File: config.mk
export PLATFORM = sky130hd
export DESIGN_NAME = tbr_router
export DESIGN_NICKNAME = d
export VERILOG_FILES = /design/src/logic/tbr_pkg.sv /design/src/logic/tbr_router.sv
export SDC_FILE = /design/constraint.sdc
export NUM_CORES = 1
export LEC_CHECK = 0
export ABC_CLOCK_PERIOD_IN_PS = 17800
export BUFFER_PORTS_ARGS = -buffer_cell sky130_fd_sc_hd__buf_4
export CAP_MARGIN = 30
export CORE_ASPECT_RATIO = 1.2
export CORE_MARGIN = 8
export CORE_UTILIZATION = 25
export DETAILED_ROUTE_END_ITERATION = 10
export GPL_ROUTABILITY_DRIVEN = 0
export HOLD_SLACK_MARGIN = 0.06
export PLACE_DENSITY = 0.51
export SETUP_SLACK_MARGIN = 0.2
export SLEW_MARGIN = 20
export SYNTH_ARGS = -nofsm -noshare
export SYNTH_HDL_FRONTEND = slang
export SYNTH_SLANG_ARGS = --single-unit
File: constraint.sdc
create_clock -name ref_clk_i -period 17.8 [get_ports ref_clk_i]
set_clock_uncertainty 0.1 [all_clocks]
set_input_delay 1.78 -clock ref_clk_i [delete_from_list [all_inputs] [get_ports ref_clk_i]]
set_output_delay 1.78 -clock ref_clk_i [all_outputs]
set_load 0.05 [all_outputs]
File: src/logic/tbr_pkg.sv
/*
  Shared definitions of the trigger bus router: register offsets, field
  layouts, reset values, mode encodings and timing counts.
  Assumes a single 50 MHz system clock drives every user of it.
*/
`default_nettype none
package tbr_pkg;
  // ----------------------------------------------------------------
  // Clock and timing
  // ----------------------------------------------------------------
  localparam int CLK_HZ = 50_000_000; // System clock rate
  localparam int CLK_NS = 20; // System clock period
  localparam int PULSE_NS = 100; // Least pulse width on a line
  // Least time rounds up, never below one cycle
  localparam int PULSE_CYC = (PULSE_NS + CLK_NS - 1) / CLK_NS;
  localparam int RESYNC_HZ = 10; // Slow resync square wave
  localparam int RESYNC_HALF_CYC = CLK_HZ / (2 * RESYNC_HZ);
  localparam int OSC_HALF_CYC = 1; // Exported oscillator half period
  // ----------------------------------------------------------------
  // Register map (byte addresses)
  // ----------------------------------------------------------------
  localparam logic [7:0] CTRL_ADDR = 8'h00; // Object configuration
  localparam logic [7:0] SKIP_ADDR = 8'h04; // edge_skip_count
  localparam logic [7:0] MARK_ADDR = 8'h08; // marker_pattern
  localparam logic [7:0] ROUTE_ADDR = 8'h0C; // Terminal routing
  localparam logic [7:0] ACT_ADDR = 8'h10; // output_action_command
  localparam logic [7:0] STAT_ADDR = 8'h14; // Status, write clears
  localparam logic [7:0] TS_ADDR = 8'h18; // Live timestamp
  localparam logic [31:0] SKIP_RST = 32'h0000_0000;
  localparam logic [31:0] MARK_RST = 32'h0000_0000;
  localparam logic [2:0] TB_LINE = 3'h7; // timebase_line index
  // ----------------------------------------------------------------
  // Encodings
  // ----------------------------------------------------------------
  typedef enum logic [2:0] {
    MODE_OFF, MODE_TS_IN, MODE_TX_IN, MODE_RX_OUT, MODE_TX_OUT,
    MODE_SW_OUT
  } tbr_mode_t; // trigger_mode_select
  typedef enum logic {
    SHAPE_PULSE, SHAPE_TOGGLE
  } tbr_shape_t; // output_shape_select
  typedef enum logic [2:0] {
    COMM_TX_CALL, COMM_TX_PERIODIC, COMM_TX_WAVE, COMM_RX_UNSOL,
    COMM_OTHER
  } tbr_comm_t; // Object communication type
  typedef enum logic [1:0] {
    TB_LOCAL, TB_BUS_LINE, TB_BACKPLANE
  } tbr_tb_t; // Timebase source
  // CTRL bits [0] open, [3:1] mode, [4] shape, [7:5] comm, [10:8] line
  typedef struct packed {
    logic [2:0] line;
    tbr_comm_t comm;
    tbr_shape_t shape;
    tbr_mode_t mode;
    logic open;
  } tbr_ctrl_t;
  // ROUTE bits [1:0] tb, [2] star, [3] osc export, [6:4] osc dest,
  // [7] resync export, [10:8] resync line
  typedef struct packed {
    logic [2:0] rs_line;
    logic rs_en;
    logic [2:0] osc_dest;
    logic osc_en;
    logic star;
    tbr_tb_t tb;
  } tbr_route_t;
  localparam tbr_ctrl_t CTRL_RST = '0;
  localparam tbr_route_t ROUTE_RST = '0;
  // Timestamp frame pushed to the receive queue
  typedef struct packed {
    logic [31:0] ts;
    logic [0:3][7:0] data; // data[0] is the marker's top byte
  } tbr_frame_t;
endpackage
`default_nettype wire

File: src/logic/tbr_router.sv
/*
  Trigger bus router of one message object: edge-driven timestamp or
  transmit, output events on a bus line, timebase and resync routing.
  Assumes bus pins arrive asynchronously; queue handshakes come from
  logic on ref_clk_i.
*/
// Summary of operation
// - Rising input edge pushes timestamp frame
// - Frame carries four marker bytes
// - Receive-output mode: event per stored frame
// - Receive-output needs unsolicited reception
// - Transmit-output: event per sent frame
// - Software action command drives an event
// - Line select 0 to 6
// - Pulse lasts at least 100 ns
// - Toggle inverts present line level
// - Inputs see rising edges only
// - Skip count acts every N+1 edge
// - Marker top byte is payload byte 0
// - Line 7 imports local_oscillator_source
// - Star trigger accepted as source
// - Backplane clock usable as timebase
// - Oscillator exports only onto line 7
// - 10 Hz resync on lines 0-6
// - Send per counted edge, repeat if empty
`timescale 1ns/1ps
`default_nettype none
module tbr_router
  import tbr_pkg::*;
#(
  parameter int RESYNC_HALF = RESYNC_HALF_CYC // Shorten in simulation
) (
  input wire logic ref_clk_i,
  input wire logic rst_i,
  input wire logic [7:0] addr_i,
  input wire logic [31:0] wr_data_i,
  input wire logic wr_i,
  input wire logic rd_i,
  output logic [31:0] rd_data_o,
  input wire logic [7:0] line_i,
  output logic [7:0] line_o,
  output logic [7:0] line_oe_o,
  input wire logic star_i,
  input wire logic clk10_i,
  input wire logic rx_stored_i,
  input wire logic tx_done_i,
  input wire logic wq_empty_i,
  output logic rx_push_o,
  output tbr_frame_t rx_frame_o,
  output logic tx_send_o,
  output logic tx_repeat_o
);
  // ----------------------------------------------------------------
  // Declarations
  // ----------------------------------------------------------------
  tbr_ctrl_t ctrl_q; // Object configuration
  tbr_route_t route_q; // Terminal routing
  logic [31:0] skip_q; // Configured edge skip
  logic [31:0] mark_q; // Marker pattern
  logic [31:0] ts_q; // Timestamp counter
  logic [31:0] skip_cnt_q; // Edges still to skip
  logic [9:0] s1_q, s2_q; // Pin synchronisers
  logic src_prev_q; // Previous source level
  logic tb_prev_q; // Previous timebase level
  logic [2:0] pcnt_q; // Pulse width counter
  logic [7:0] obj_q; // Object drive level per line
  logic [31:0] rs_cnt_q; // Resync divider
  logic rs_q; // Resync square wave
  logic osc_q; // Exported oscillator
  logic cfg_err_q, route_err_q; // Rejected writes, sticky
  logic src_lvl, src_rise, act, tick, out_ev, is_in, is_out;
  logic ctrl_ok, route_ok;
  tbr_ctrl_t ctrl_w;
  tbr_route_t route_w;

  // Transmit types allowed for both transmit-driven modes
  function automatic logic tx_comm(input tbr_comm_t c);
    return c == COMM_TX_CALL || c == COMM_TX_PERIODIC ||
           c == COMM_TX_WAVE;
  endfunction

  // ----------------------------------------------------------------
  // Register writes and validation
  // ----------------------------------------------------------------
  assign ctrl_w = tbr_ctrl_t'(wr_data_i[10:0]);
  assign route_w = tbr_route_t'(wr_data_i[10:0]);
  // Mode needs a matching type and a general line
  always_comb begin
    ctrl_ok = ctrl_w.line <= 3'h6;
    case (ctrl_w.mode)
      MODE_RX_OUT: ctrl_ok = ctrl_ok && ctrl_w.comm == COMM_RX_UNSOL;
      MODE_TX_OUT, MODE_TX_IN: ctrl_ok = ctrl_ok && tx_comm(ctrl_w.comm);
      MODE_OFF, MODE_TS_IN, MODE_SW_OUT: ctrl_ok = ctrl_ok;
      default: ctrl_ok = 1'b0;
    endcase
  end
  // Oscillator only onto line 7, resync only on 0-6
  assign route_ok = (!route_w.osc_en || route_w.osc_dest == TB_LINE) &&
                    (!route_w.rs_en || route_w.rs_line != TB_LINE) &&
                    route_w.tb != 2'h3;

  // Configuration; a rejected write leaves the old setting in place
  always_ff @(posedge ref_clk_i or posedge rst_i) begin
    if (rst_i) begin
      ctrl_q <= CTRL_RST;
      route_q <= ROUTE_RST;
      skip_q <= SKIP_RST;
      mark_q <= MARK_RST;
    end else if (wr_i) begin
      case (addr_i)
        CTRL_ADDR: if (ctrl_ok) ctrl_q <= ctrl_w;
        ROUTE_ADDR: if (route_ok) route_q <= route_w;
        SKIP_ADDR: skip_q <= wr_data_i;
        MARK_ADDR: mark_q <= wr_data_i;
        default: ;
      endcase
    end
  end

  // Sticky reject flags; a new reject wins over the clearing write
  always_ff @(posedge ref_clk_i or posedge rst_i) begin
    if (rst_i) begin
      cfg_err_q <= 1'b0;
      route_err_q <= 1'b0;
    end else begin
      cfg_err_q <= (wr_i && addr_i == CTRL_ADDR && !ctrl_ok) ||
                   (cfg_err_q && !(wr_i && addr_i == STAT_ADDR));
      route_err_q <= (wr_i && addr_i == ROUTE_ADDR && !route_ok) ||
                     (route_err_q && !(wr_i && addr_i == STAT_ADDR));
    end
  end

  // Read data one cycle after the strobe, zero otherwise
  always_ff @(posedge ref_clk_i or posedge rst_i) begin
    if (rst_i) begin
      rd_data_o <= 32'h0000_0000;
    end else if (rd_i) begin
      case (addr_i)
        CTRL_ADDR: rd_data_o <= {21'h000000, ctrl_q};
        ROUTE_ADDR: rd_data_o <= {21'h000000, route_q};
        SKIP_ADDR: rd_data_o <= skip_q;
        MARK_ADDR: rd_data_o <= mark_q;
        STAT_ADDR: rd_data_o <= {29'h00000000, src_lvl, route_err_q,
                                 cfg_err_q};
        TS_ADDR: rd_data_o <= ts_q;
        default: rd_data_o <= 32'h0000_0000;
      endcase
    end else begin
      rd_data_o <= 32'h0000_0000;
    end
  end

  // ----------------------------------------------------------------
  // Synchronisers and edge detection
  // ----------------------------------------------------------------
  // Only the second stage is read by logic
  always_ff @(posedge ref_clk_i or posedge rst_i) begin
    if (rst_i) begin
      s1_q <= 10'h000;
      s2_q <= 10'h000;
    end else begin
      s1_q <= {clk10_i, star_i, line_i};
      s2_q <= s1_q;
    end
  end
  // Star trigger replaces the bus line as the source
  assign src_lvl = route_q.star ? s2_q[8] : s2_q[ctrl_q.line];
  assign is_in = ctrl_q.open &&
                 (ctrl_q.mode == MODE_TS_IN || ctrl_q.mode == MODE_TX_IN);
  assign is_out = ctrl_q.open && (ctrl_q.mode == MODE_RX_OUT ||
                  ctrl_q.mode == MODE_TX_OUT || ctrl_q.mode == MODE_SW_OUT);
  // Rising edges only, shape setting not consulted
  assign src_rise = is_in && src_lvl && !src_prev_q;
  assign act = src_rise && skip_cnt_q == 32'h0000_0000;

  // Previous levels for edge finding
  always_ff @(posedge ref_clk_i or posedge rst_i) begin
    if (rst_i) begin
      src_prev_q <= 1'b0;
      tb_prev_q <= 1'b0;
    end else begin
      src_prev_q <= src_lvl;
      tb_prev_q <= route_q.tb == TB_BACKPLANE ? s2_q[9] : s2_q[7];
    end
  end

  // Skip counter: empty while closed, so the first edge acts
  always_ff @(posedge ref_clk_i or posedge rst_i) begin
    if (rst_i) begin
      skip_cnt_q <= 32'h0000_0000;
    end else if (!ctrl_q.open) begin
      skip_cnt_q <= 32'h0000_0000;
    end else if (act) begin
      skip_cnt_q <= skip_q;
    end else if (src_rise) begin
      skip_cnt_q <= skip_cnt_q - 32'h0000_0001;
    end
  end

  // ----------------------------------------------------------------
  // Timebase and timestamp
  // ----------------------------------------------------------------
  // An imported timebase is sampled; its rate must stay below half of
  // the system clock, so a 20 MHz import is only seen at 50 MHz
  // as long as duty stays near even.
  always_comb begin
    case (route_q.tb)
      TB_BUS_LINE: tick = s2_q[7] && !tb_prev_q;
      TB_BACKPLANE: tick = s2_q[9] && !tb_prev_q;
      default: tick = 1'b1;
    endcase
  end
  // Free-running count of timebase ticks
  always_ff @(posedge ref_clk_i or posedge rst_i) begin
    if (rst_i) ts_q <= 32'h0000_0000;
    else if (tick) ts_q <= ts_q + 32'h0000_0001;
  end

  // ----------------------------------------------------------------
  // Queue side: timestamp frames and edge-driven sends
  // ----------------------------------------------------------------
  always_ff @(posedge ref_clk_i or posedge rst_i) begin
    if (rst_i) begin
      rx_push_o <= 1'b0;
      rx_frame_o <= '0;
      tx_send_o <= 1'b0;
      tx_repeat_o <= 1'b0;
    end else begin
      rx_push_o <= act && ctrl_q.mode == MODE_TS_IN;
      tx_send_o <= act && ctrl_q.mode == MODE_TX_IN;
      if (act) begin
        tx_repeat_o <= wq_empty_i;
        rx_frame_o.ts <= ts_q;
        rx_frame_o.data <= mark_q;
      end
    end
  end

  // ----------------------------------------------------------------
  // Output events on the selected line
  // ----------------------------------------------------------------
  always_comb begin
    case (ctrl_q.mode)
      MODE_RX_OUT: out_ev = rx_stored_i;
      MODE_TX_OUT: out_ev = tx_done_i;
      MODE_SW_OUT: out_ev = wr_i && addr_i == ACT_ADDR;
      default: out_ev = 1'b0;
    endcase
    out_ev = out_ev && ctrl_q.open;
  end

  // Pulse restarts its full width on each event
  always_ff @(posedge ref_clk_i or posedge rst_i) begin
    if (rst_i) begin
      obj_q <= 8'h00;
      pcnt_q <= 3'h0;
    end else if (out_ev && ctrl_q.shape == SHAPE_TOGGLE) begin
      obj_q[ctrl_q.line] <= !obj_q[ctrl_q.line];
    end else if (out_ev) begin
      obj_q[ctrl_q.line] <= 1'b1;
      pcnt_q <= 3'(PULSE_CYC - 1);
    end else if (ctrl_q.shape == SHAPE_PULSE) begin
      if (pcnt_q != 3'h0) pcnt_q <= pcnt_q - 3'h1;
      else obj_q <= 8'h00;
    end
  end

  // ----------------------------------------------------------------
  // Exported clocks
  // ----------------------------------------------------------------
  // Slow 50 percent square wave for partner realignment
  always_ff @(posedge ref_clk_i or posedge rst_i) begin
    if (rst_i) begin
      rs_cnt_q <= 32'h0000_0000;
      rs_q <= 1'b0;
    end else if (rs_cnt_q >= 32'(RESYNC_HALF - 1)) begin
      rs_cnt_q <= 32'h0000_0000;
      rs_q <= !rs_q;
    end else begin
      rs_cnt_q <= rs_cnt_q + 32'h0000_0001;
    end
  end
  // Local oscillator stand-in, toggled every cycle while OSC_HALF_CYC is 1, held low otherwise
  always_ff @(posedge ref_clk_i or posedge rst_i) begin
    if (rst_i) osc_q <= 1'b0;
    else if (OSC_HALF_CYC == 1) osc_q <= !osc_q;
  end

  // Per-line drive: object first, then resync, then oscillator
  for (genvar i = 0; i < 8; i++) begin : g_line
    always_ff @(posedge ref_clk_i or posedge rst_i) begin
      if (rst_i) begin
        line_o[i] <= 1'b0;
        line_oe_o[i] <= 1'b0;
      end else if (is_out && ctrl_q.line == 3'(i)) begin
        line_o[i] <= obj_q[i];
        line_oe_o[i] <= 1'b1;
      end else if (route_q.rs_en && route_q.rs_line == 3'(i)) begin
        line_o[i] <= rs_q;
        line_oe_o[i] <= 1'b1;
      end else if (route_q.osc_en && i == 7) begin
        line_o[i] <= osc_q;
        line_oe_o[i] <= 1'b1;
      end else begin
        line_o[i] <= 1'b0;
        line_oe_o[i] <= 1'b0;
      end
    end
  end
endmodule
`default_nettype wire

==> flow_metrics.env <==
export IMPL_status="finished, final reports clean"
export IMPL_cts_tree="done"
export IMPL_synth_top_flop_cell="dfrtp_1"
export IMPL_ctsHoldBuffers=0
export IMPL_r2r_cells=8
export IMPL_ant_nets=0
export IMPL_seqPwrFrac_pct=48.5
export IMPL_critPathRequiredTime_ps=18100
export IMPL_critPathKind="register to register"
export IMPL_nFillCells=5739
export IMPL_worst_path_stages=8
export IMPL_synth_edff_count=0
export IMPL_cts_sinks=334
export IMPL_syn_area_per_cell_sq_um=12.2
export IMPL_syn2layout_area_growth_pct=23.7
export IMPL_rows=96
export IMPL_power_density_nw_per_um2=94.6
export IMPL_maxCapViolCount=0
export IMPL_die_w_um=236
export IMPL_drive_gt1_share_pct=31.5
export IMPL_dr_total_vias=10300
export IMPL_cp_start_kind="register"
export IMPL_critPathTopFamily="buffers and inverters"
export IMPL_hold_violations=0
export IMPL_insertion_delay_ps=530
export IMPL_initial_utilization_pct=25.3
export IMPL_finalSetupViolCount=0
export IMPL_cts_buffers=37
export IMPL_tns_ps=0
export IMPL_crit_fanout=59
export IMPL_antenna_found_initial=2
export IMPL_wl_um=43400
export IMPL_worstMarginPinSlew_ps=996
export IMPL_hold_depth=0
export IMPL_dp_slack_ps=13470
export IMPL_netlist_instances=1188
export IMPL_p_int_w=0.00129
export IMPL_critical_path_buf_inv_count=2
export IMPL_die_height_um=280
export IMPL_grt_overflow=0
export IMPL_via_per_inst=4.85
export IMPL_hp_class="register to register"
export IMPL_post_drt_wl_per_cell_um=20.4
export IMPL_clkSlewWorstSetupHoldPaths_ps=60
export IMPL_slowest_delay_ps=740
export IMPL_syn_area_sq_um=14500
export IMPL_slew_viol_final=0
export IMPL_pwr_share_clk_pct=45.5
export IMPL_vdd_ir_drop_max_v=0.0000508
export IMPL_drtPass1Iterations=6
export IMPL_detail_route_iter0_violations=825
export IMPL_grt_setup_unrepaired="false"
export IMPL_p_total_w=0.00170
export IMPL_drc=0
export IMPL_post_route_period_util_pct=21.0
export IMPL_async_flop_share_pct=100
export IMPL_period_minus_slack_ps=3750
export IMPL_crit_arrival_ps=4050
export IMPL_grt_use_total_pct=12.8
export IMPL_root_buffer="clkbuf_16"
export IMPL_post_cts_buffers=0
export IMPL_synth_top_cell_area_share_pct=57.6
export IMPL_cp_slowest_cell="buf_4"
export IMPL_die_area_sq_um=66000
export IMPL_clockBufferDepth=3
export IMPL_synth_area_leaders="dfrtp_1 58%, mux2_2 11%, mux2_4 2.9%, nor2_1 2.8%, a222oi_1 2.1%"
export IMPL_grt_pass1_vias=10700
export IMPL_fmax_ghz=0.267
export IMPL_htreeDepth=2
export IMPL_fin_nets=1429
export IMPL_synth_seq_cells=334
export IMPL_dp_hpwl_um=31200
export IMPL_ctsResizeCount=0
export IMPL_port_buffers=171
export IMPL_core_area_sq_um=57300
export IMPL_final_util_pct=31.3
export IMPL_power_switching_w=0.000405
export IMPL_p_leak_nw=8.46
export IMPL_slew_limit_headroom_pct=33.6
export IMPL_yosysWarnings=0
export IMPL_swShare_pct=23.9
export IMPL_end_kind="register"
export IMPL_p_comb_share_pct=6.0
export IMPL_grt_max_degree=84
export IMPL_boundaryPins=172
export IMPL_yosysTopAreaCell="dfrtp_1"
export IMPL_grt_pass1_wl_um=66800
export IMPL_fin_ws_ps=14050
export IMPL_multiInputGateArea_sq_um=5830
export IMPL_synth_cell_types=72
export IMPL_crit_chain="mux2i_1 > mux2i_1 > o311ai_1 > nor2_1 > buf_4 > nand2_4 > buf_4 > mux2_2"
export IMPL_regArea_sq_um=8360
export IMPL_n_antenna_cell=0
export IMPL_ys_seq_area_share_pct=57.6
[routing by layer]
layer,GRT usage [%],routed length (um)
met1,15.9,18200
met2,22.1,21600
met4,4.37,1300
met5,0,24
met3,2.50,2240
[final cells by class]
type	count	share of cell area (%)
clock buffer	53	6.18
clock inverter	12	0.733
inverter	20	0.461
multi-input combinational	781	32.5
sequential	334	46.6
tap	735	5.13
timing repair buffer	191	8.37
[final timing paths]
kind                            slack [ps]        from             end
worst max-delay path                 14050  ctrl_q[10]  rx_frame_o[36]
worst min-delay path                   250     s1_q[4]         s2_q[4]
worst max register to register       14050  ctrl_q[10]  rx_frame_o[36]
worst min register to register         250     s1_q[4]         s2_q[4]
max in group asynchronous            14450       rst_i        ts_q[20]
min in group asynchronous             1230       rst_i    line_oe_o[3]
[cell usage in the layout, fill, tap and decap left out, types with 6 or more instances in the layout]
| cell type | count |
|---|---|
| mux2_4 | 28 |
| conb_1 | 10 |
| a222oi_1 | 31 |
| a21oi_1 | 36 |
| nor2b_1 | 6 |
| clkbuf_8 | 10 |
| o31ai_1 | 15 |
| nor3_1 | 30 |
| nand2_1 | 59 |
| dfrtp_1 | 334 |
| mux2i_1 | 7 |
| nand3_1 | 41 |
| buf_4 | 185 |
| nand4_1 | 19 |
| nand3b_1 | 6 |
| xnor2_1 | 29 |
| a21o_1 | 6 |
| clkbuf_16 | 38 |
| or3_1 | 6 |
| xor2_1 | 29 |
| mux2_2 | 140 |
| inv_1 | 19 |
| a22oi_1 | 6 |
| o21ai_0 | 26 |
| nor4_1 | 15 |
| o2bb2ai_1 | 14 |
| clkinv_2 | 6 |
| and3_1 | 12 |
| a31o_2 | 6 |
| a311oi_1 | 6 |
| and4_1 | 7 |
| ha_1 | 7 |
| nor2_1 | 109 |
[sequential cells by signal, indices dropped and copies added, names as in the netlist, 3 cells and up]
signal and count:
obj_q 8, skip_cnt_q 32, ts_q 32, ctrl_q 11, skip_q 32, rd_data_o 32
rs_cnt_q 32, line_o 8, line_oe_o 8, s2_q 10, s1_q 10, mark_q 32
pcnt_q 3, rx_frame_o 64, route_q 11
[power by group through the flow]
stage	clock [W]	sequential [W]	combinational, W
2_1_floorplan	0	0.000816	0.0000694
3_3_place_gp	0	0.000838	0.0000990
3_5_place_dp	0	0.000838	0.000102
4_1_cts	0.000796	0.000824	0.000102
5_1_grt	0.000824	0.000827	0.000113
6_report	0.000772	0.000824	0.000101
[synth_stat cells (3+ instances only)]
cell type / count
mux2i_1: 7
dfrtp_1: 334
nand4_1: 19
or3_1: 6
nor3b_1: 4
o2bb2ai_1: 14
nor3_1: 30
a21o_1: 6
and2_1: 4
nand2_1: 59
a22oi_1: 6
a211oi_1: 5
o22ai_1: 5
or4_1: 3
nor2b_1: 6
and3_1: 12
a31o_2: 6
xnor2_1: 29
nand2b_1: 3
nor4_1: 15
buf_2: 7
buf_1: 7
nor4b_1: 3
mux2_2: 140
ha_1: 7
a31oi_1: 5
o21ai_0: 26
a21oi_1: 36
or2_2: 3
nor2_1: 109
a222oi_1: 31
buf_6: 4
o31ai_1: 15
a311oi_1: 6
nand3b_1: 6
clkbuf_1: 42
inv_1: 20
mux2_4: 28
nand4b_1: 3
and4_1: 7
nand3_1: 41
xor2_1: 29
a2111oi_0: 3
[cells by family (layout without fill, tap and decap cells)]
group | after synthesis | in the layout | synth area share [%]
AND/OR/NAND/NOR | 344 | 344 | 12.0
adder cells (fa/ha/maj) | 7 | 7 | 0.604
flip-flops | 334 | 334 | 57.6
buffers and inverters | 82 | 276 | 2.44
other | 1 | 10 | 0.0259
XOR/XNOR | 58 | 58 | 3.50
multiplexers | 176 | 176 | 14.4
AO/OA/AOI/OAI | 186 | 186 | 9.36
[through the flow]
step                      hold WS, ps  cells  instance area (sq um)
final                             245   2126                  17900
after global routing              254   2126                  17900
after CTS                         249   2123                  17900
after detailed placement          236   2058                  16600
after global placement            235   2055                  16600
after floorplan                   231   1197                  14500
Power figures use the tool's default switching activity.
